$ cat src/core_regs_pkg.sv
// shared constants, types and helpers for the core status registers
package core_regs_pkg;
   // register indices in the special space; bus byte address is index * 4
   localparam logic [7:0] STACK_IDX   = 8'h81;
   localparam logic [7:0] STATUS_IDX  = 8'hD0;
   localparam logic [7:0] ARITH_IDX   = 8'hE0;
   localparam logic [7:0] EXTRA_IDX   = 8'hF0;
   // values after reset
   localparam logic [7:0] STACK_INIT  = 8'h07;
   localparam logic [7:0] STATUS_INIT = 8'h00;
   localparam logic [7:0] ARITH_INIT  = 8'h00;
   localparam logic [7:0] EXTRA_INIT  = 8'h00;
   // status word field positions
   localparam int CARRY_POS  = 7;
   localparam int NIBBLE_POS = 6;
   localparam int USER0_POS  = 5;
   localparam int BANK_HI    = 4;
   localparam int BANK_LO    = 3;
   localparam int RANGE_POS  = 2;
   localparam int USER1_POS  = 1;
   localparam int PAR_BIT    = 0;
   // bus
   localparam int         AXI_AW     = 12;
   localparam logic [1:0] AXI_OKAY   = 2'h0;
   localparam logic [1:0] AXI_SLVERR = 2'h2;
   localparam int         RD_LATENCY = 1;

   typedef enum logic [2:0] {
      OP_ADD  = 3'h0,
      OP_ADDC = 3'h1,
      OP_SUBB = 3'h2,
      OP_MUL  = 3'h3,
      OP_DIV  = 3'h4
   } alu_op_t;

   // working register n of a bank sits at eight times the bank plus n
   function automatic logic [7:0] bank_reg_addr(input logic [1:0] bank,
                                                input logic [2:0] idx);
      return {3'h0, bank, idx};
   endfunction

   function automatic logic idx_mapped(input logic [7:0] idx);
      return (idx == STACK_IDX) || (idx == STATUS_IDX) ||
             (idx == ARITH_IDX) || (idx == EXTRA_IDX);
   endfunction

   // bit address hits a byte whose base is a multiple of eight
   function automatic logic bit_hit(input logic [7:0] bit_addr,
                                    input logic [7:0] sfr);
      return bit_addr[7:3] == sfr[7:3];
   endfunction
endpackage

$ cat src/arith_flags_unit.sv
// arithmetic result and flag generation for the accumulator ops
`timescale 1ns/1ps
module arith_flags_unit (
   // operation
   input  wire core_regs_pkg::alu_op_t op,
   input  wire logic [7:0]             a,
   input  wire logic [7:0]             src,
   input  wire logic [7:0]             b,
   input  wire logic                   cy_in,
   // results
   output logic [7:0]                  res_lo,
   output logic [7:0]                  res_hi,
   output logic                        cy,
   output logic                        ac,
   output logic                        ov
);
   logic [8:0]  s9;
   logic [4:0]  n5;
   logic [15:0] p;
   logic        cin;

   always_comb begin
      res_lo = a;
      res_hi = b;
      cy     = 1'b0;
      ac     = 1'b0;
      ov     = 1'b0;
      s9     = 9'h000;
      n5     = 5'h00;
      p      = 16'h0000;
      cin    = (op == core_regs_pkg::OP_ADDC) && cy_in;
      unique case (op)
         core_regs_pkg::OP_ADD, core_regs_pkg::OP_ADDC: begin
            s9     = {1'b0, a} + {1'b0, src} + {8'h00, cin};
            n5     = {1'b0, a[3:0]} + {1'b0, src[3:0]} + {4'h0, cin};
            res_lo = s9[7:0];
            cy     = s9[8];
            ac     = n5[4];
            ov     = (a[7] == src[7]) && (s9[7] != a[7]);
         end
         core_regs_pkg::OP_SUBB: begin
            s9     = {1'b0, a} - {1'b0, src} - {8'h00, cy_in};
            n5     = {1'b0, a[3:0]} - {1'b0, src[3:0]} - {4'h0, cy_in};
            res_lo = s9[7:0];
            cy     = s9[8];
            ac     = n5[4];
            ov     = (a[7] != src[7]) && (s9[7] != a[7]);
         end
         core_regs_pkg::OP_MUL: begin
            p      = {8'h00, a} * {8'h00, b};
            res_lo = p[7:0];
            res_hi = p[15:8];
            ov     = |p[15:8];
         end
         core_regs_pkg::OP_DIV: begin
            // quotient of two bytes never exceeds 255, so only zero trips
            if (b == 8'h00) begin
               ov = 1'b1;
            end else begin
               res_lo = a / b;
               res_hi = a % b;
            end
         end
         default: begin
         end
      endcase
   end
endmodule

$ cat src/axil_reg_port.sv
// axi4-lite slave front end for the byte-wide register file
`timescale 1ns/1ps
module axil_reg_port (
   // clock and reset
   input  wire logic                            clock,
   input  wire logic                            rst_n,
   // axi4-lite
   input  wire logic [core_regs_pkg::AXI_AW-1:0] s_axi_awaddr,
   input  wire logic                            s_axi_awvalid,
   output logic                                 s_axi_awready,
   input  wire logic [31:0]                     s_axi_wdata,
   input  wire logic [3:0]                      s_axi_wstrb,
   input  wire logic                            s_axi_wvalid,
   output logic                                 s_axi_wready,
   output logic [1:0]                           s_axi_bresp,
   output logic                                 s_axi_bvalid,
   input  wire logic                            s_axi_bready,
   input  wire logic [core_regs_pkg::AXI_AW-1:0] s_axi_araddr,
   input  wire logic                            s_axi_arvalid,
   output logic                                 s_axi_arready,
   output logic [31:0]                          s_axi_rdata,
   output logic [1:0]                           s_axi_rresp,
   output logic                                 s_axi_rvalid,
   input  wire logic                            s_axi_rready,
   // register side
   output logic                                 reg_wr_en,
   output logic [7:0]                           reg_wr_idx,
   output logic [7:0]                           reg_wr_data,
   output logic [7:0]                           reg_rd_idx,
   input  wire logic [7:0]                      reg_rd_data
);
   typedef enum logic [3:0] {
      W_IDLE = 4'h1,
      W_ADDR = 4'h2,
      W_DATA = 4'h4,
      W_RESP = 4'h8
   } wr_state_t;

   wr_state_t                        wst_r;
   logic [core_regs_pkg::AXI_AW-1:0] aw_r;
   logic [31:0]                      wd_r;
   logic [3:0]                       ws_r;
   logic [core_regs_pkg::AXI_AW-1:0] use_addr;
   logic [31:0]                      use_data;
   logic [3:0]                       use_strb;
   logic                             commit;
   logic                             wr_ok;
   logic                             rd_ok;
   logic                             rvalid_r;

   function automatic logic addr_ok(
      input logic [core_regs_pkg::AXI_AW-1:0] a);
      return (a[1:0] == 2'h0) && (a[11:10] == 2'h0) &&
             core_regs_pkg::idx_mapped(a[9:2]);
   endfunction

   assign s_axi_awready = (wst_r == W_IDLE) || (wst_r == W_DATA);
   assign s_axi_wready  = (wst_r == W_IDLE) || (wst_r == W_ADDR);
   assign s_axi_bvalid  = (wst_r == W_RESP);
   assign use_addr      = (wst_r == W_ADDR) ? aw_r : s_axi_awaddr;
   assign use_data      = (wst_r == W_DATA) ? wd_r : s_axi_wdata;
   assign use_strb      = (wst_r == W_DATA) ? ws_r : s_axi_wstrb;
   assign commit = ((wst_r == W_IDLE) && s_axi_awvalid && s_axi_wvalid) ||
                   ((wst_r == W_ADDR) && s_axi_wvalid) ||
                   ((wst_r == W_DATA) && s_axi_awvalid);
   assign wr_ok       = addr_ok(use_addr);
   // only byte lane 0 carries data; upper lanes are ignored
   assign reg_wr_en   = commit && wr_ok && use_strb[0];
   assign reg_wr_idx  = use_addr[9:2];
   assign reg_wr_data = use_data[7:0];

   always_ff @(posedge clock or negedge rst_n) begin
      if (!rst_n) begin
         wst_r       <= W_IDLE;
         aw_r        <= '0;
         wd_r        <= 32'h0000_0000;
         ws_r        <= 4'h0;
         s_axi_bresp <= core_regs_pkg::AXI_OKAY;
      end else begin
         unique case (wst_r)
            W_IDLE: begin
               aw_r <= s_axi_awaddr;
               wd_r <= s_axi_wdata;
               ws_r <= s_axi_wstrb;
               if (commit) begin
                  wst_r <= W_RESP;
               end else if (s_axi_awvalid) begin
                  wst_r <= W_ADDR;
               end else if (s_axi_wvalid) begin
                  wst_r <= W_DATA;
               end
            end
            W_ADDR, W_DATA: begin
               if (commit) begin
                  wst_r <= W_RESP;
               end
            end
            W_RESP: begin
               if (s_axi_bready) begin
                  wst_r <= W_IDLE;
               end
            end
         endcase
         if (commit) begin
            s_axi_bresp <= wr_ok ? core_regs_pkg::AXI_OKAY
                                 : core_regs_pkg::AXI_SLVERR;
         end
      end
   end

   assign s_axi_arready = !rvalid_r;
   assign s_axi_rvalid  = rvalid_r;
   assign reg_rd_idx    = s_axi_araddr[9:2];
   assign rd_ok         = addr_ok(s_axi_araddr);

   always_ff @(posedge clock or negedge rst_n) begin
      if (!rst_n) begin
         rvalid_r    <= 1'b0;
         s_axi_rdata <= 32'h0000_0000;
         s_axi_rresp <= core_regs_pkg::AXI_OKAY;
      end else if (s_axi_arvalid && !rvalid_r) begin
         rvalid_r    <= 1'b1;
         s_axi_rdata <= rd_ok ? {24'h00_0000, reg_rd_data} : 32'h0000_0000;
         s_axi_rresp <= rd_ok ? core_regs_pkg::AXI_OKAY
                              : core_regs_pkg::AXI_SLVERR;
      end else if (s_axi_rready) begin
         rvalid_r    <= 1'b0;
      end
   end
endmodule

$ cat src/core_status_and_operand_regs.sv
// stack pointer, accumulators and status word of the core
//
// Implementation choice: the AXI4-Lite register port.
`timescale 1ns/1ps
module core_status_and_operand_regs (
   // clock and reset
   input  wire logic                             clock,
   input  wire logic                             rst_n,
   // axi4-lite register port
   input  wire logic [core_regs_pkg::AXI_AW-1:0] s_axi_awaddr,
   input  wire logic                             s_axi_awvalid,
   output logic                                  s_axi_awready,
   input  wire logic [31:0]                      s_axi_wdata,
   input  wire logic [3:0]                       s_axi_wstrb,
   input  wire logic                             s_axi_wvalid,
   output logic                                  s_axi_wready,
   output logic [1:0]                            s_axi_bresp,
   output logic                                  s_axi_bvalid,
   input  wire logic                             s_axi_bready,
   input  wire logic [core_regs_pkg::AXI_AW-1:0] s_axi_araddr,
   input  wire logic                             s_axi_arvalid,
   output logic                                  s_axi_arready,
   output logic [31:0]                           s_axi_rdata,
   output logic [1:0]                            s_axi_rresp,
   output logic                                  s_axi_rvalid,
   input  wire logic                             s_axi_rready,
   // datapath byte and bit access
   input  wire logic                             dp_wr_en,
   input  wire logic [7:0]                       dp_wr_addr,
   input  wire logic [7:0]                       dp_wr_data,
   input  wire logic                             dp_bit_wr_en,
   input  wire logic [7:0]                       dp_bit_addr,
   input  wire logic                             dp_bit_val,
   input  wire logic                             dp_rd_en,
   input  wire logic                             dp_rd_bit,
   input  wire logic [7:0]                       dp_rd_addr,
   output logic [7:0]                            dp_rd_data,
   // stack
   input  wire logic                             push_req,
   input  wire logic                             pop_req,
   output logic [7:0]                            push_addr,
   // arithmetic
   input  wire logic                             alu_req,
   input  wire core_regs_pkg::alu_op_t           alu_op,
   input  wire logic [7:0]                       alu_operand,
   // working register mapping
   input  wire logic [2:0]                       reg_idx,
   output logic [7:0]                            reg_addr,
   // register contents
   output logic [7:0]                            stack_top_pointer,
   output logic [7:0]                            main_arith_reg,
   output logic [7:0]                            extra_operand_reg,
   output logic [7:0]                            core_status_word
);
   logic [7:0] sp_r;
   logic [7:0] sp_nxt;
   logic [7:0] acc_r;
   logic [7:0] acc_nxt;
   logic [7:0] b_r;
   logic [7:0] b_nxt;
   logic [7:1] psw_r;
   logic [7:1] psw_nxt;
   logic [7:0] psw_sw;
   logic [7:0] psw_view;
   logic       bus_wr_en;
   logic [7:0] bus_wr_idx;
   logic [7:0] bus_wr_data;
   logic [7:0] bus_rd_idx;
   logic [7:0] bus_rd_data;
   logic [7:0] alu_lo;
   logic [7:0] alu_hi;
   logic       alu_cy;
   logic       alu_ac;
   logic       alu_ov;
   logic [7:0] rd_byte;
   logic [8:0] add_ref;

   axil_reg_port u_bus (
      .clock         (clock),
      .rst_n         (rst_n),
      .s_axi_awaddr  (s_axi_awaddr),
      .s_axi_awvalid (s_axi_awvalid),
      .s_axi_awready (s_axi_awready),
      .s_axi_wdata   (s_axi_wdata),
      .s_axi_wstrb   (s_axi_wstrb),
      .s_axi_wvalid  (s_axi_wvalid),
      .s_axi_wready  (s_axi_wready),
      .s_axi_bresp   (s_axi_bresp),
      .s_axi_bvalid  (s_axi_bvalid),
      .s_axi_bready  (s_axi_bready),
      .s_axi_araddr  (s_axi_araddr),
      .s_axi_arvalid (s_axi_arvalid),
      .s_axi_arready (s_axi_arready),
      .s_axi_rdata   (s_axi_rdata),
      .s_axi_rresp   (s_axi_rresp),
      .s_axi_rvalid  (s_axi_rvalid),
      .s_axi_rready  (s_axi_rready),
      .reg_wr_en     (bus_wr_en),
      .reg_wr_idx    (bus_wr_idx),
      .reg_wr_data   (bus_wr_data),
      .reg_rd_idx    (bus_rd_idx),
      .reg_rd_data   (bus_rd_data)
   );

   arith_flags_unit u_alu (
      .op     (alu_op),
      .a      (acc_r),
      .src    (alu_operand),
      .b      (b_r),
      .cy_in  (psw_r[core_regs_pkg::CARRY_POS]),
      .res_lo (alu_lo),
      .res_hi (alu_hi),
      .cy     (alu_cy),
      .ac     (alu_ac),
      .ov     (alu_ov)
   );

   // parity is never stored, so it cannot lag the accumulator
   assign psw_view = {psw_r, ^acc_r};

   function automatic logic [7:0] read_sfr(input logic [7:0] idx);
      logic [7:0] v;
      v = 8'h00;
      case (idx)
         core_regs_pkg::STACK_IDX:  v = sp_r;
         core_regs_pkg::STATUS_IDX: v = psw_view;
         core_regs_pkg::ARITH_IDX:  v = acc_r;
         core_regs_pkg::EXTRA_IDX:  v = b_r;
         default:                v = 8'h00;
      endcase
      return v;
   endfunction

   // software update: datapath wins over the bus, bit write over byte
   function automatic logic [7:0] sw_next(input logic [7:0] cur,
                                          input logic [7:0] sfr,
                                          input logic       bit_able);
      logic [7:0] v;
      v = cur;
      if (bus_wr_en && (bus_wr_idx == sfr)) begin
         v = bus_wr_data;
      end
      if (dp_wr_en && (dp_wr_addr == sfr)) begin
         v = dp_wr_data;
      end
      if (bit_able && dp_bit_wr_en &&
          core_regs_pkg::bit_hit(dp_bit_addr, sfr)) begin
         v[dp_bit_addr[2:0]] = dp_bit_val;
      end
      return v;
   endfunction

   assign bus_rd_data = read_sfr(bus_rd_idx);
   assign rd_byte     = read_sfr({dp_rd_addr[7:3], 3'h0});

   // stack pointer: push before pop, both before software writes
   always_comb begin
      if (push_req) begin
         sp_nxt = sp_r + 8'h01;
      end else if (pop_req) begin
         sp_nxt = sp_r - 8'h01;
      end else begin
         sp_nxt = sw_next(sp_r, core_regs_pkg::STACK_IDX, 1'b0);
      end
   end

   // caller stores the byte at this address in the push cycle
   assign push_addr = sp_r + 8'h01;

   always_ff @(posedge clock or negedge rst_n) begin
      if (!rst_n) begin
         sp_r <= core_regs_pkg::STACK_INIT;
      end else begin
         sp_r <= sp_nxt;
      end
   end

   // accumulators: an arithmetic op outranks any write in the same cycle
   always_comb begin
      if (alu_req) begin
         acc_nxt = alu_lo;
         b_nxt   = alu_hi;
      end else begin
         acc_nxt = sw_next(acc_r, core_regs_pkg::ARITH_IDX, 1'b1);
         b_nxt   = sw_next(b_r, core_regs_pkg::EXTRA_IDX, 1'b1);
      end
   end

   always_ff @(posedge clock or negedge rst_n) begin
      if (!rst_n) begin
         acc_r <= core_regs_pkg::ARITH_INIT;
         b_r   <= core_regs_pkg::EXTRA_INIT;
      end else begin
         acc_r <= acc_nxt;
         b_r   <= b_nxt;
      end
   end

   // status word: hardware touches only the arithmetic flags
   always_comb begin
      psw_sw  = sw_next({psw_r, 1'b0},
                        core_regs_pkg::STATUS_IDX, 1'b1);
      psw_nxt = psw_sw[7:1];
      if (alu_req) begin
         psw_nxt[core_regs_pkg::CARRY_POS]  = alu_cy;
         psw_nxt[core_regs_pkg::NIBBLE_POS] = alu_ac;
         psw_nxt[core_regs_pkg::RANGE_POS]  = alu_ov;
      end
   end

   always_ff @(posedge clock or negedge rst_n) begin
      if (!rst_n) begin
         psw_r <= core_regs_pkg::STATUS_INIT[7:1];
      end else begin
         psw_r <= psw_nxt;
      end
   end

   // datapath read data, one cycle after the request
   always_ff @(posedge clock or negedge rst_n) begin
      if (!rst_n) begin
         dp_rd_data <= 8'h00;
      end else if (dp_rd_en) begin
         if (dp_rd_bit) begin
            dp_rd_data <= {7'h00, rd_byte[dp_rd_addr[2:0]]};
         end else begin
            dp_rd_data <= read_sfr(dp_rd_addr);
         end
      end
   end

   assign reg_addr = core_regs_pkg::bank_reg_addr(
                        psw_r[core_regs_pkg::BANK_HI:core_regs_pkg::BANK_LO],
                        reg_idx);

   assign stack_top_pointer = sp_r;
   assign main_arith_reg    = acc_r;
   assign extra_operand_reg = b_r;
   assign core_status_word  = psw_view;

   // reference sum for the carry check
   assign add_ref = {1'b0, acc_r} + {1'b0, alu_operand};

   a_sp_after_reset: assert property (@(posedge clock)
      $rose(rst_n) |-> (sp_r == 8'h07))
      else $error("stack pointer not 0x07 after reset");

   a_push_increments: assert property (@(posedge clock)
      disable iff (!rst_n)
      push_req |=> (sp_r == $past(sp_r) + 8'h01))
      else $error("push did not increment stack pointer");

   a_push_target: assert property (@(posedge clock)
      disable iff (!rst_n)
      push_req |-> ##1 (sp_r == $past(push_addr)))
      else $error("pointer does not hold pushed location");

   a_parity_follows: assert property (@(posedge clock)
      disable iff (!rst_n)
      core_status_word[0] == ^main_arith_reg)
      else $error("parity differs from accumulator");

   a_user_flags_hw: assert property (@(posedge clock)
      disable iff (!rst_n)
      (alu_req && !dp_wr_en && !dp_bit_wr_en && !bus_wr_en) |=>
         $stable(psw_r[core_regs_pkg::USER0_POS]) &&
         $stable(psw_r[core_regs_pkg::USER1_POS]))
      else $error("user flag changed by hardware");

   a_add_carry: assert property (@(posedge clock)
      disable iff (!rst_n)
      (alu_req && (alu_op == core_regs_pkg::OP_ADD)) |=>
         (core_status_word[7] == $past(add_ref[8])) &&
         (main_arith_reg == $past(add_ref[7:0])))
      else $error("add carry or sum wrong");

   a_mul_overflow: assert property (@(posedge clock)
      disable iff (!rst_n)
      (alu_req && (alu_op == core_regs_pkg::OP_MUL)) |=>
         (core_status_word[2] == (extra_operand_reg != 8'h00)) &&
         (core_status_word[7] == 1'b0))
      else $error("multiply overflow flag wrong");

   a_div_zero_ov: assert property (@(posedge clock)
      disable iff (!rst_n)
      (alu_req && (alu_op == core_regs_pkg::OP_DIV) && (b_r == 8'h00)) |=>
         core_status_word[2] && $stable(main_arith_reg))
      else $error("divide by zero not flagged");

   a_div_ov_clear: assert property (@(posedge clock)
      disable iff (!rst_n)
      (alu_req && (alu_op == core_regs_pkg::OP_DIV) && (b_r != 8'h00)) |=>
         !core_status_word[2])
      else $error("overflow not cleared by good divide");

   a_add_signed_ov: assert property (@(posedge clock)
      disable iff (!rst_n)
      (alu_req && (alu_op == core_regs_pkg::OP_ADD) &&
       (acc_r[7] == alu_operand[7]) && (add_ref[7] != acc_r[7])) |=>
         core_status_word[2])
      else $error("signed overflow not flagged");

   a_bank_window: assert property (@(posedge clock)
      disable iff (!rst_n)
      (reg_addr[7:5] == 3'h0) && (reg_addr[2:0] == reg_idx) &&
      (reg_addr[4:3] == core_status_word[4:3]))
      else $error("working register address wrong");
endmodule

$ cat config.mk
export PLATFORM = sky130hd
export DESIGN_NAME = core_status_and_operand_regs
export DESIGN_NICKNAME = d
export VERILOG_FILES = /design/src/core_regs_pkg.sv /design/src/arith_flags_unit.sv /design/src/axil_reg_port.sv /design/src/core_status_and_operand_regs.sv
export SDC_FILE = /design/constraint.sdc
export NUM_CORES = 1
export LEC_CHECK = 0
export BUFFER_PORTS_ARGS = -buffer_cell sky130_fd_sc_hd__buf_4
export CORE_MARGIN = 4
export CORE_UTILIZATION = 55
export DETAILED_ROUTE_END_ITERATION = 6
export PLACE_DENSITY = 0.83
export SLEW_MARGIN = 20
export SYNTH_ARGS = -nofsm -noshare
export SYNTH_HDL_FRONTEND = slang
export SYNTH_SLANG_ARGS = --single-unit
$ cat constraint.sdc
create_clock -name clock -period 25.6 [get_ports clock]
set_input_delay 5.12 -clock clock [delete_from_list [all_inputs] [get_ports clock]]
set_output_delay 5.12 -clock clock [all_outputs]
set_load 0.02 [all_outputs]
=== Word-level counts from Yosys, hierarchy flattened ===
Index checks and enable logic that the tools add are counted.

* Flip-flop bits (word level): 101
* Input bits: 121
* Output and inout port bits: 97
* Logic and storage cells: 173

* $add $sub $neg: 10
* Multipliers: 1
* Divide/modulo/power cells: 2
* $lt $le $gt $ge: 3
* Equality and inequality tests: 40
* Mux-type cells: 52
* Reduce and logical (&&, ||, !) cells: 52

{| class="wikitable"
|+ Operators with widths
! operator !! number
|-
| $mux W8 || 22
|-
| $eq A8 B8 Y1 const B || 16
|-
| $pmux W8 S4 || 3
|-
| $eq A5 B5 Y1 const B || 6
|-
| $logic_and A1 B1 Y1 || 26
|-
| $bwmux W8 || 3
|-
| $pmux W8 S3 || 1
|-
| $mux W4 || 5
|-
| $mul A8 B8 Y16 || 1
|-
| $pmux W8 S2 || 1
|-
| $mux W12 || 1
|-
| $pmux W4 S3 || 1
|-
| $logic_or A1 B1 Y1 || 10
|-
| $add A8 B8 Y9 || 1
|-
| $add A9 B1 Y9 || 1
|-
| $sub A8 B8 Y9 || 1
|-
| $sub A9 B1 Y9 || 1
|-
| $add A8 B1 Y8 const B || 1
|-
| $div A8 B8 Y8 || 1
|-
| $logic_not A2 Y1 || 4
|-
| $logic_not A8 Y1 || 1
|-
| $lt A3 B4 Y1 const B || 2
|-
| $mod A8 B8 Y8 || 1
|-
| $reduce_or A8 Y1 || 1
|-
| other kinds (34) || 49
|}

=== Depth between registers and ports, before layout ===
Gate-level depths: netlist (run 1).

* Word-level depth: 16
* Depth in mapped cells: 52

=== Hierarchy ===
A second synthesis (run 1) with hierarchy kept.

* Cell total of the unflattened synthesis: 1299
* Area, all modules: 10761.6 µm²

{| class="wikitable"
|+ Modules (own cells, without submodules)
! module !! instances !! cells an instance !! area an instance (µm²) !! sequential area each (µm²)
|-
| arith_flags_unit || 1 || 658 || 5009.8 || 0.0
|-
| core_status_and_operand_regs || 1 || 445 || 3663.5 || 979.7
|-
| axil_reg_port || 1 || 196 || 2088.3 || 902.1
|}

=== Least setup slack after synthesis (run 1) ===
No wires, ideal clock.

* Path type: register to register
* Start point: register b_r[6], in the netlist extra_operand_reg[6]
* End point: register b_r[6], in the netlist extra_operand_reg[6]
* Arrival: 11.687 ns
* Required time: 25.476 ns
* Path slack: 13.789 ns
* Stages on the path, launching flop included: 50
* Path buffers: 2
* Period minus slack after synthesis: 11.811 ns
* Path through: dfrtp_1 -> buf_6 -> or4_4 -> nor4_1 -> o21ai_0 -> nor2_1 -> xnor2_1 -> ha_1 -> o21ai_0 -> a2111oi_0 -> a32oi_1 -> o21ai_0 -> ha_1 -> a21oi_1 -> nand2_1 -> nand3_1 -> o211ai_1 -> o31ai_1 -> [... 14 more ...] -> o32a_1 -> nor3_1 -> a21oi_1 -> inv_1 -> ha_1 -> o21ai_0 -> a22oi_1 -> a31o_2 -> a31oi_1 -> o21ai_0 -> fa_1 -> a211oi_1 -> o21bai_1 -> a211oi_1 -> o21ai_1 -> and2_1 -> a221o_1 -> a211o_1

* Cells in the longest elaborated chain, start to end: 6

{| class="wikitable"
|+ Ends and longest elaborated chain
! item !! RTL line !! source
|-
| start: declaration || core_status_and_operand_regs.sv:59 || <nowiki>logic [7:0] b_r;</nowiki>
|-
| start signal: assignment || core_status_and_operand_regs.sv:192 || <nowiki>b_r <= core_regs_pkg::EXTRA_INIT;</nowiki>
|-
| start signal: assignment || core_status_and_operand_regs.sv:195 || <nowiki>b_r <= b_nxt;</nowiki>
|-
| parallel branches: the longest is 6 deep, another holds $mod A8 B8 Y8 || -- ||
|}

Parallel ways; which one is timed is not known. The select of a mux whose other input is x is not followed.
A chain may end at the register's enable or synchronous reset.

=== Final worst setup path (run 1) ===
* Start point: register b_r[4], in the netlist extra_operand_reg[4]
* End point: register b_r[6], in the netlist extra_operand_reg[6]

* Cells in the longest elaborated chain, start to end: 4

{| class="wikitable"
|+ Ends and longest elaborated chain
! item !! RTL line !! source
|-
| $mod A8 B8 Y8 || arith_flags_unit.sv:61 || <nowiki>res_hi = a % b;</nowiki>
|-
| $mux W8 || arith_flags_unit.sv:57 || <nowiki>if (b == 8'h00) begin</nowiki>
|-
| $pmux W8 S2 || arith_flags_unit.sv:32 || <nowiki>unique case (op)</nowiki>
|-
| $mux W8 || core_status_and_operand_regs.sv:180 || <nowiki>if (alu_req) begin</nowiki>
|}

Parallel ways exist; a longest one is shown, timed or not. The select of a mux whose other input is x is not followed.

==> key figures, run 1 <==
Global route
  • Global-route usage over all layers: 0.3243
  • Antenna violations before repair: 1
  • Grt total ovfl: 0
  • Largest net degree at the start of global routing: 76
  • First-pass GRT wire length: 56800 um
  • Vias in the first global route: 10466

Worst setup path
  • Crit path arrival time: 14.62 ns
  • Depth of the worst register-to-register path: 47
  • Critical register-to-register path endpoint: extra_operand_reg[6]
  • Worst EP required: 25.83 ns
  • Crit path launch type: register
  • Critical path's slowest cell: a2111oi_0
  • CP dominant cell by count: ha_1
  • Largest fanout on the critical path: 12
  • Setup crit end kind: register
  • Worst Setup Path Type: register to register
  • R2r startpoint: extra_operand_reg[4]
  • Reg-to-reg setup timing slack: 11.21 ns
  • Slowest Stage Delay on Critical Path: 0.84 ns

Timing
  • RSZ-0062 raised after global routing: false
  • Setup TNS: 0 ns
  • Hold Fails Final Rpt: 0
  • Final setup vio count: 0
  • Tightest Pin Transition: 1.011 ns
  • Part of the cycle the worst path needs: 0.5622
  • Worst rel slew slack: 0.3260
  • Max Fclk: 69.48 MHz
  • Final Max Tran Viols: 0
  • Minimum clock period: 14.39 ns
  • Clock skew: 0.007753 ns

CTS
  • CTS tree: yes
  • Root buffer cell: clkbuf_16
  • TritonCTS Sinks: 75
  • Clock slew at reported path FFs: 0.06 ns
  • TritonCTS Buffers: 9
  • CTS Buffer Depth: 2
  • CTS resizes: 0
  • Post CTS Setup Buffer Count: 0
  • Skew-Pair Late Insertion Delay: 0.35 ns
  • Clock H-tree levels: 3
  • Hold_buf cts: 0

Floorplan
  • Die Width: 148.7 um
  • Die area: 22120 um^2
  • Boundary pin count: 218
  • Std-Cell Rows: 51
  • Core ar.: 19460 um^2
  • Initial cell density of the core: 0.5598
  • Die Y: 148.7 um

Yosys
  • Avg Cell Area, Syn: 7.975 um^2
  • Yosys warnings: 0
  • Post-synth top area share: 0.1631
  • Top post-synthesis cells by count: 125 x nand2_1, 122 x nor2_1, 111 x inv_1, 104 x ha_1, 89 x a21oi_1
  • Post-Synthesis Cells: 1366
  • Distinct cells, synth: 88
  • Register area share after synthesis: 0.1727
  • Ys flop type: dfrtp_1
  • Cell taking the most area after synthesis: dfrtp_1
  • Post-synth EDFFs: 0
  • Seq cells post-synth: 75
  • Most common cell in the netlist: nand2_1
  • Async SR Flop Fraction: 1.000
  • Synth top area cells: dfrtp_1 16%, ha_1 12%, fa_1 7.5%, nand2_1 4.3%, nor2_1 4.2%
  • Synth Cell Area: 10890 um^2

Worst hold path
  • Hold Crit Depth: 1
  • Hold crit path type: register to register
  • Worst Hold End: u_bus.s_axi_rdata[5]
  • Worst Min Path Start: u_bus.s_axi_rdata[5]

Layout
  • Max reg flops: 12
  • # nets final: 1740
  • Biggest register: u_bus.aw_r
  • Share of layout cells above drive strength 1: 0.1704
  • Area growth syn-to-layout: 13.78%

Placed design
  • HPWL Detailed: 27670 um
  • Placer Congestion: 1.012
  • Input/output buffers: 155

Detailed routing
  • Drt via density: 6.418
  • DRT Pass-1 Iters: 7
  • DR DRC count: 5
  • Via count: 11199
  • Initial DRC count: 1400
  • Final WL: 37240 um
  • Post-route ant nets: 0
  • Routed WL per cell: 21.34 um

Run status
  • Status: complete, but fails checks
  • Failing checks: design-rule violations

Run
  • Maxcap violations: 0
-- kinds of logic (layout without fill, tap and decap cells) --
group | after synthesis | in the layout | synth area share
AOI/OAI and AO/OA | 400 | 400 | 0.2496
and+or+nand+nor | 403 | 403 | 0.1802
DFF | 75 | 75 | 0.1727
buffers and inverters | 219 | 304 | 0.08981
adders and majority gates | 145 | 145 | 0.1948
xor gates and xnor gates | 60 | 60 | 0.04950
other | 1 | 30 | 0.0003442
muxes | 63 | 63 | 0.06305
-- metal layers --
layer  up-vias  GRT usage  part of all wire
li1       5071          -                 -
met1      5265     0.4410              0.39
met2       738     0.5010              0.44
met3       125    0.07748              0.13
met4         0     0.1281             0.044
met5         -          0                 0
-- critical path, delay by kind of cell, from the launching register on --
| kind | cells | cell delay, ns |
|---|---|---|
| AO/OA/AOI/OAI | 24 | 6.75 |
| XOR/XNOR | 1 | 0.09 |
| adder cells (fa/ha/maj) | 7 | 2.18 |
| flip-flops | 1 | 0.67 |
| AND/OR/NAND/NOR | 11 | 3.39 |
| multiplexers | 3 | 1.11 |
| buffers and inverters | 1 | 0.08 |
-- area by class of cell --
type	count	area [um^2]
Multi-Input combinational cell	1100	8145
Fill cell	1704	7067
Sequential cell	75	1882
Timing Repair Buffer	173	1299
Inverter	115	431.7
Tap cell	265	331.6
Clock buffer	11	242.7
Clock inverter	5	61.31
Antenna cell	1	2.502
-- placed cells by master (no fill, tap or decap), types with 29 or more instances in the layout --
cell,netlist,layout
nand2_1,125,125
nor2_1,122,121
inv_1,111,111
buf_4,36,173
o21ai_0,73,73
mux2_2,34,34
a21oi_1,89,88
fa_1,41,41
ha_1,104,104
xnor2_1,40,40
conb_1,1,29
dfrtp_1,71,71
-- metrics by stage --
stage / utilization / hold WS (ns) / setup WS, ns / cells / instance area (um^2)
finish: 0.6369 / 0.4999 / 11.21 / 1745 / 12400
global route: 0.6369 / 0.5208 / 10.32 / 1745 / 12400
CTS: 0.6366 / 0.4959 / 11.55 / 1744 / 12390
detailed placement: 0.6210 / 0.4708 / 11.62 / 1728 / 12090
global placement: 0.6210 / 0.4778 / 11.96 / 1728 / 12090
floorplan: - / 0.4724 / 13.79 / 1394 / 11000
-- worst max-delay path by stage --
stage	from	end	slack, ns	cells after the start
after floorplan	extra_operand_reg[6]	extra_operand_reg[6]	13.79	49
after global placement	extra_operand_reg[4]	extra_operand_reg[6]	11.96	47
after detailed placement	extra_operand_reg[4]	extra_operand_reg[6]	11.62	48
after CTS	extra_operand_reg[4]	extra_operand_reg[6]	11.55	48
after global routing	extra_operand_reg[4]	extra_operand_reg[5]	10.32	49
final	extra_operand_reg[4]	extra_operand_reg[6]	11.21	47
Power of run 1 is left out: the tool's default activity adds up to more than one toggle a clock period on the data nets, which glitch-free logic cannot reach.
==> inputs of run 2 (changes only) <==
--- a/config.mk
+++ b/config.mk
@@ -5,6 +5,7 @@
 export SDC_FILE = /design/constraint.sdc
 export NUM_CORES = 1
 export LEC_CHECK = 0
+export ABC_AREA = 1
 export BUFFER_PORTS_ARGS = -buffer_cell sky130_fd_sc_hd__buf_4
 export CORE_MARGIN = 4
 export CORE_UTILIZATION = 55
==> constraint.sdc (replaced) <==
create_clock -name clock -period 14.7 [get_ports clock]
set_input_delay 2.94 -clock clock [delete_from_list [all_inputs] [get_ports clock]]
set_output_delay 2.94 -clock clock [all_outputs]
set_load 0.02 [all_outputs]
==> key figures, run 2 <==
Layout
  • Share of layout cells above drive strength 1: 0.1359 (-0.03452)
  • # nets final: 2079 (+19%)
  • Commonest non-fill, non-tap cell in the layout: nand2_1
  • Most frequent cells in the layout: 396 x nand2_1, 290 x inv_1, 168 x buf_4, 115 x o21ai_0, 104 x ha_1
  • N_diodes: 0 (-1)
  • Final instance area: 12680 um^2 (+2.3%)
  • Biggest register: u_bus.aw_r
  • Max reg flops: 12 (unchanged)
  • Area growth syn-to-layout: 14.22%
  • Post-route insts no fill: 2083 (+19%)

Floorplan
  • Die Y: 150.1 um (+0.91%)
  • Die Width: 150.1 um (+0.91%)
  • Die area: 22530 um^2 (+1.8%)
  • Initial cell density of the core: 0.5651 (+0.005307)
  • Core ar.: 19650 um^2 (+0.98%)
  • Std-Cell Rows: 51 (unchanged)
  • Boundary pin count: 218 (unchanged)

Worst setup path
  • Largest fanout on the critical path: 16 (+4)
  • Setup crit end kind: register
  • Crit path launch type: register
  • Worst EP required: 14.98 ns (-10.85 ns)
  • CP dominant cell by count: nand2_1
  • Crit path arrival time: 12.17 ns (-2.45 ns)
  • Slowest Stage Delay on Critical Path: 0.94 ns (+0.10 ns)
  • Critical path's slowest cell: dfrtp_1
  • Worst Setup Path Type: register to register

Yosys
  • Top post-synthesis cells by count: 396 x nand2_1, 290 x inv_1, 115 x o21ai_0, 104 x ha_1, 101 x nand3_1
  • Seq cells post-synth: 75 (unchanged)
  • Post-synth EDFFs: 0 (unchanged)
  • Synth Cell Area: 11110 um^2 (+1.9%)
  • Synth top area cells: dfrtp_1 16%, nand2_1 13%, ha_1 12%, inv_1 9.8%, fa_1 7.4%
  • Register area share after synthesis: 0.1694 (-0.003289)
  • Post-synth top area share: 0.1600 (-0.003105)
  • Ys flop type: dfrtp_1
  • Most common cell in the netlist: nand2_1
  • Cell taking the most area after synthesis: dfrtp_1
  • Post-Synthesis Cells: 1679 (+23%)
  • Distinct cells, synth: 61 (-31%)
  • Yosys warnings: 0 (unchanged)
  • Async SR Flop Fraction: 1.000 (unchanged)
  • Avg Cell Area, Syn: 6.614 um^2 (-17%)

Placed design
  • Input/output buffers: 155 (unchanged)
  • Placer Congestion: 1.018 (+0.61%)
  • Placed Cells: 2067 (+20%)
  • HPWL Detailed: 28260 um (+2.1%)
  • Post-Place Cell Area: 12390 um^2 (+2.5%)

Timing
  • Worst rel slew slack: 0.2759 (-0.05010)
  • Part of the cycle the worst path needs: 0.8089 (+0.2467)
  • Tightest Pin Transition: 1.078 ns (+0.06686 ns)
  • Hold Slack: 0.4781 ns (-0.02181 ns)
  • Clock skew: 0.007291 ns (-0.0004616 ns)
  • RSZ-0062 raised after global routing: false
  • Final Max Tran Viols: 0 (unchanged)
  • Max Fclk: 84.10 MHz (+21%)
  • Minimum clock period: 11.89 ns (-2.502 ns)
  • Setup TNS: 0 ns (unchanged)
  • Final setup vio count: 0 (unchanged)
  • Hold Fails Final Rpt: 0 (unchanged)

Global route
  • Vias in the first global route: 11660 (+11%)
  • Largest net degree at the start of global routing: 76 (unchanged)
  • First-pass GRT wire length: 57410 um (+1.1%)
  • Grt total ovfl: 0 (unchanged)
  • Antenna violations before repair: 0 (-1)
  • Global-route usage over all layers: 0.3172 (-0.007051)

Run status
  • Status: finished, final reports clean

Detailed routing
  • DRT Pass-1 Iters: 6 (-1)
  • DR DRC count: 0 (-5)
  • Post-route ant nets: 0 (unchanged)
  • Routed WL per cell: 17.28 um (-19%)
  • Final WL: 36000 um (-3.3%)
  • Via count: 11986 (+7.0%)
  • Initial DRC count: 1251 (-11%)
  • Drt via density: 5.754 (-10%)

CTS
  • Hold_buf cts: 0 (unchanged)
  • Post CTS Setup Buffer Count: 0 (unchanged)
  • CTS tree: yes
  • Clock slew at reported path FFs: 0.06 ns (about the same)
  • CTS Buffer Depth: 2 (unchanged)
  • Skew-Pair Late Insertion Delay: 0.35 ns (about the same)
  • TritonCTS Sinks: 75 (unchanged)
  • Clock H-tree levels: 3 (unchanged)
  • Root buffer cell: clkbuf_16
  • CTS resizes: 0 (unchanged)
  • TritonCTS Buffers: 9 (unchanged)

Worst hold path
  • Hold crit path type: register to register

Run
  • Maxcap violations: 0 (unchanged)
==> run 2: cell count changes in the layout (fill, tap and decap cells not counted), sizes merged, moves of 17 or more <==
cell,previous run,this run
inv,112,294
mux2,36,1
nor2b,18,0
xor2,19,36
nand3,20,104
a211oi,28,4
a21o,18,0
o21ai,75,127
nand2,125,411
xnor2,40,9
mux2i,27,0
==> run 2: layout make-up <==
type,instances,area [um^2]
Clock buffer,12,246.5
Clock inverter,4,50.05
Fill cell,1807,6969
Inverter,302,1135
Multi-Input combinational cell,1257,7779
Sequential cell,75,1882
Tap cell,265,331.6
Timing Repair Buffer,168,1261
==> run 2: per-stage QoR <==
step,utilization,setup WS (ns)
after global routing,0.6454,1.846
after global placement,0.6303,3.505
after detailed placement,0.6303,3.269
after floorplan,-,5.172
final,0.6454,2.810
after CTS,0.6454,3.224
==> run 2: final timing paths <==
kind | startpoint | end | slack (ns) | depth (start not counted)
max | main_arith_reg[4] | extra_operand_reg[1] | 2.81 | 73
min | u_bus.aw_r[6] | u_bus.aw_r[6] | 0.48 | 2
max reg2reg | main_arith_reg[4] | extra_operand_reg[1] | 2.81 | 73
min reg2reg | u_bus.aw_r[6] | u_bus.aw_r[6] | 0.48 | 2
max in group asynchronous | rst_n | stack_top_pointer[6] | 11.29 | 1
min in group asynchronous | rst_n | u_bus.aw_r[4] | 2.74 | 1
==> run 2: critical path, delay by kind of cell (launching register included) <==
kind	cells	cell delay, ns
simple gates	44	5.31
fa+ha+maj	8	2.40
compound gates	11	1.75
buf+inv	10	1.40
flops	1	0.94
==> run 2: cells by family after synthesis <==
group                      count (synthesis)  share of synthesized area
buffers and inverters                    375                     0.1402
other                                      1                  0.0003377
xor gates and xnor gates                  45                    0.03549
AOI/OAI and AO/OA                        324                     0.1751
and+or+nand+nor                          713                     0.2874
muxes                                      1                   0.001014
DFF                                       75                     0.1694
adders and majority gates                145                     0.1911
==> run 2: layer usage <==
layer  wire length (um)  share of wire  GRT usage
met2              16920           0.47     0.5350
met5                  0              0          0
met1              13980           0.39     0.3953
met3               3646           0.10    0.07074
met4               1453          0.040     0.1253
Power of run 2 is left out for the same reason.
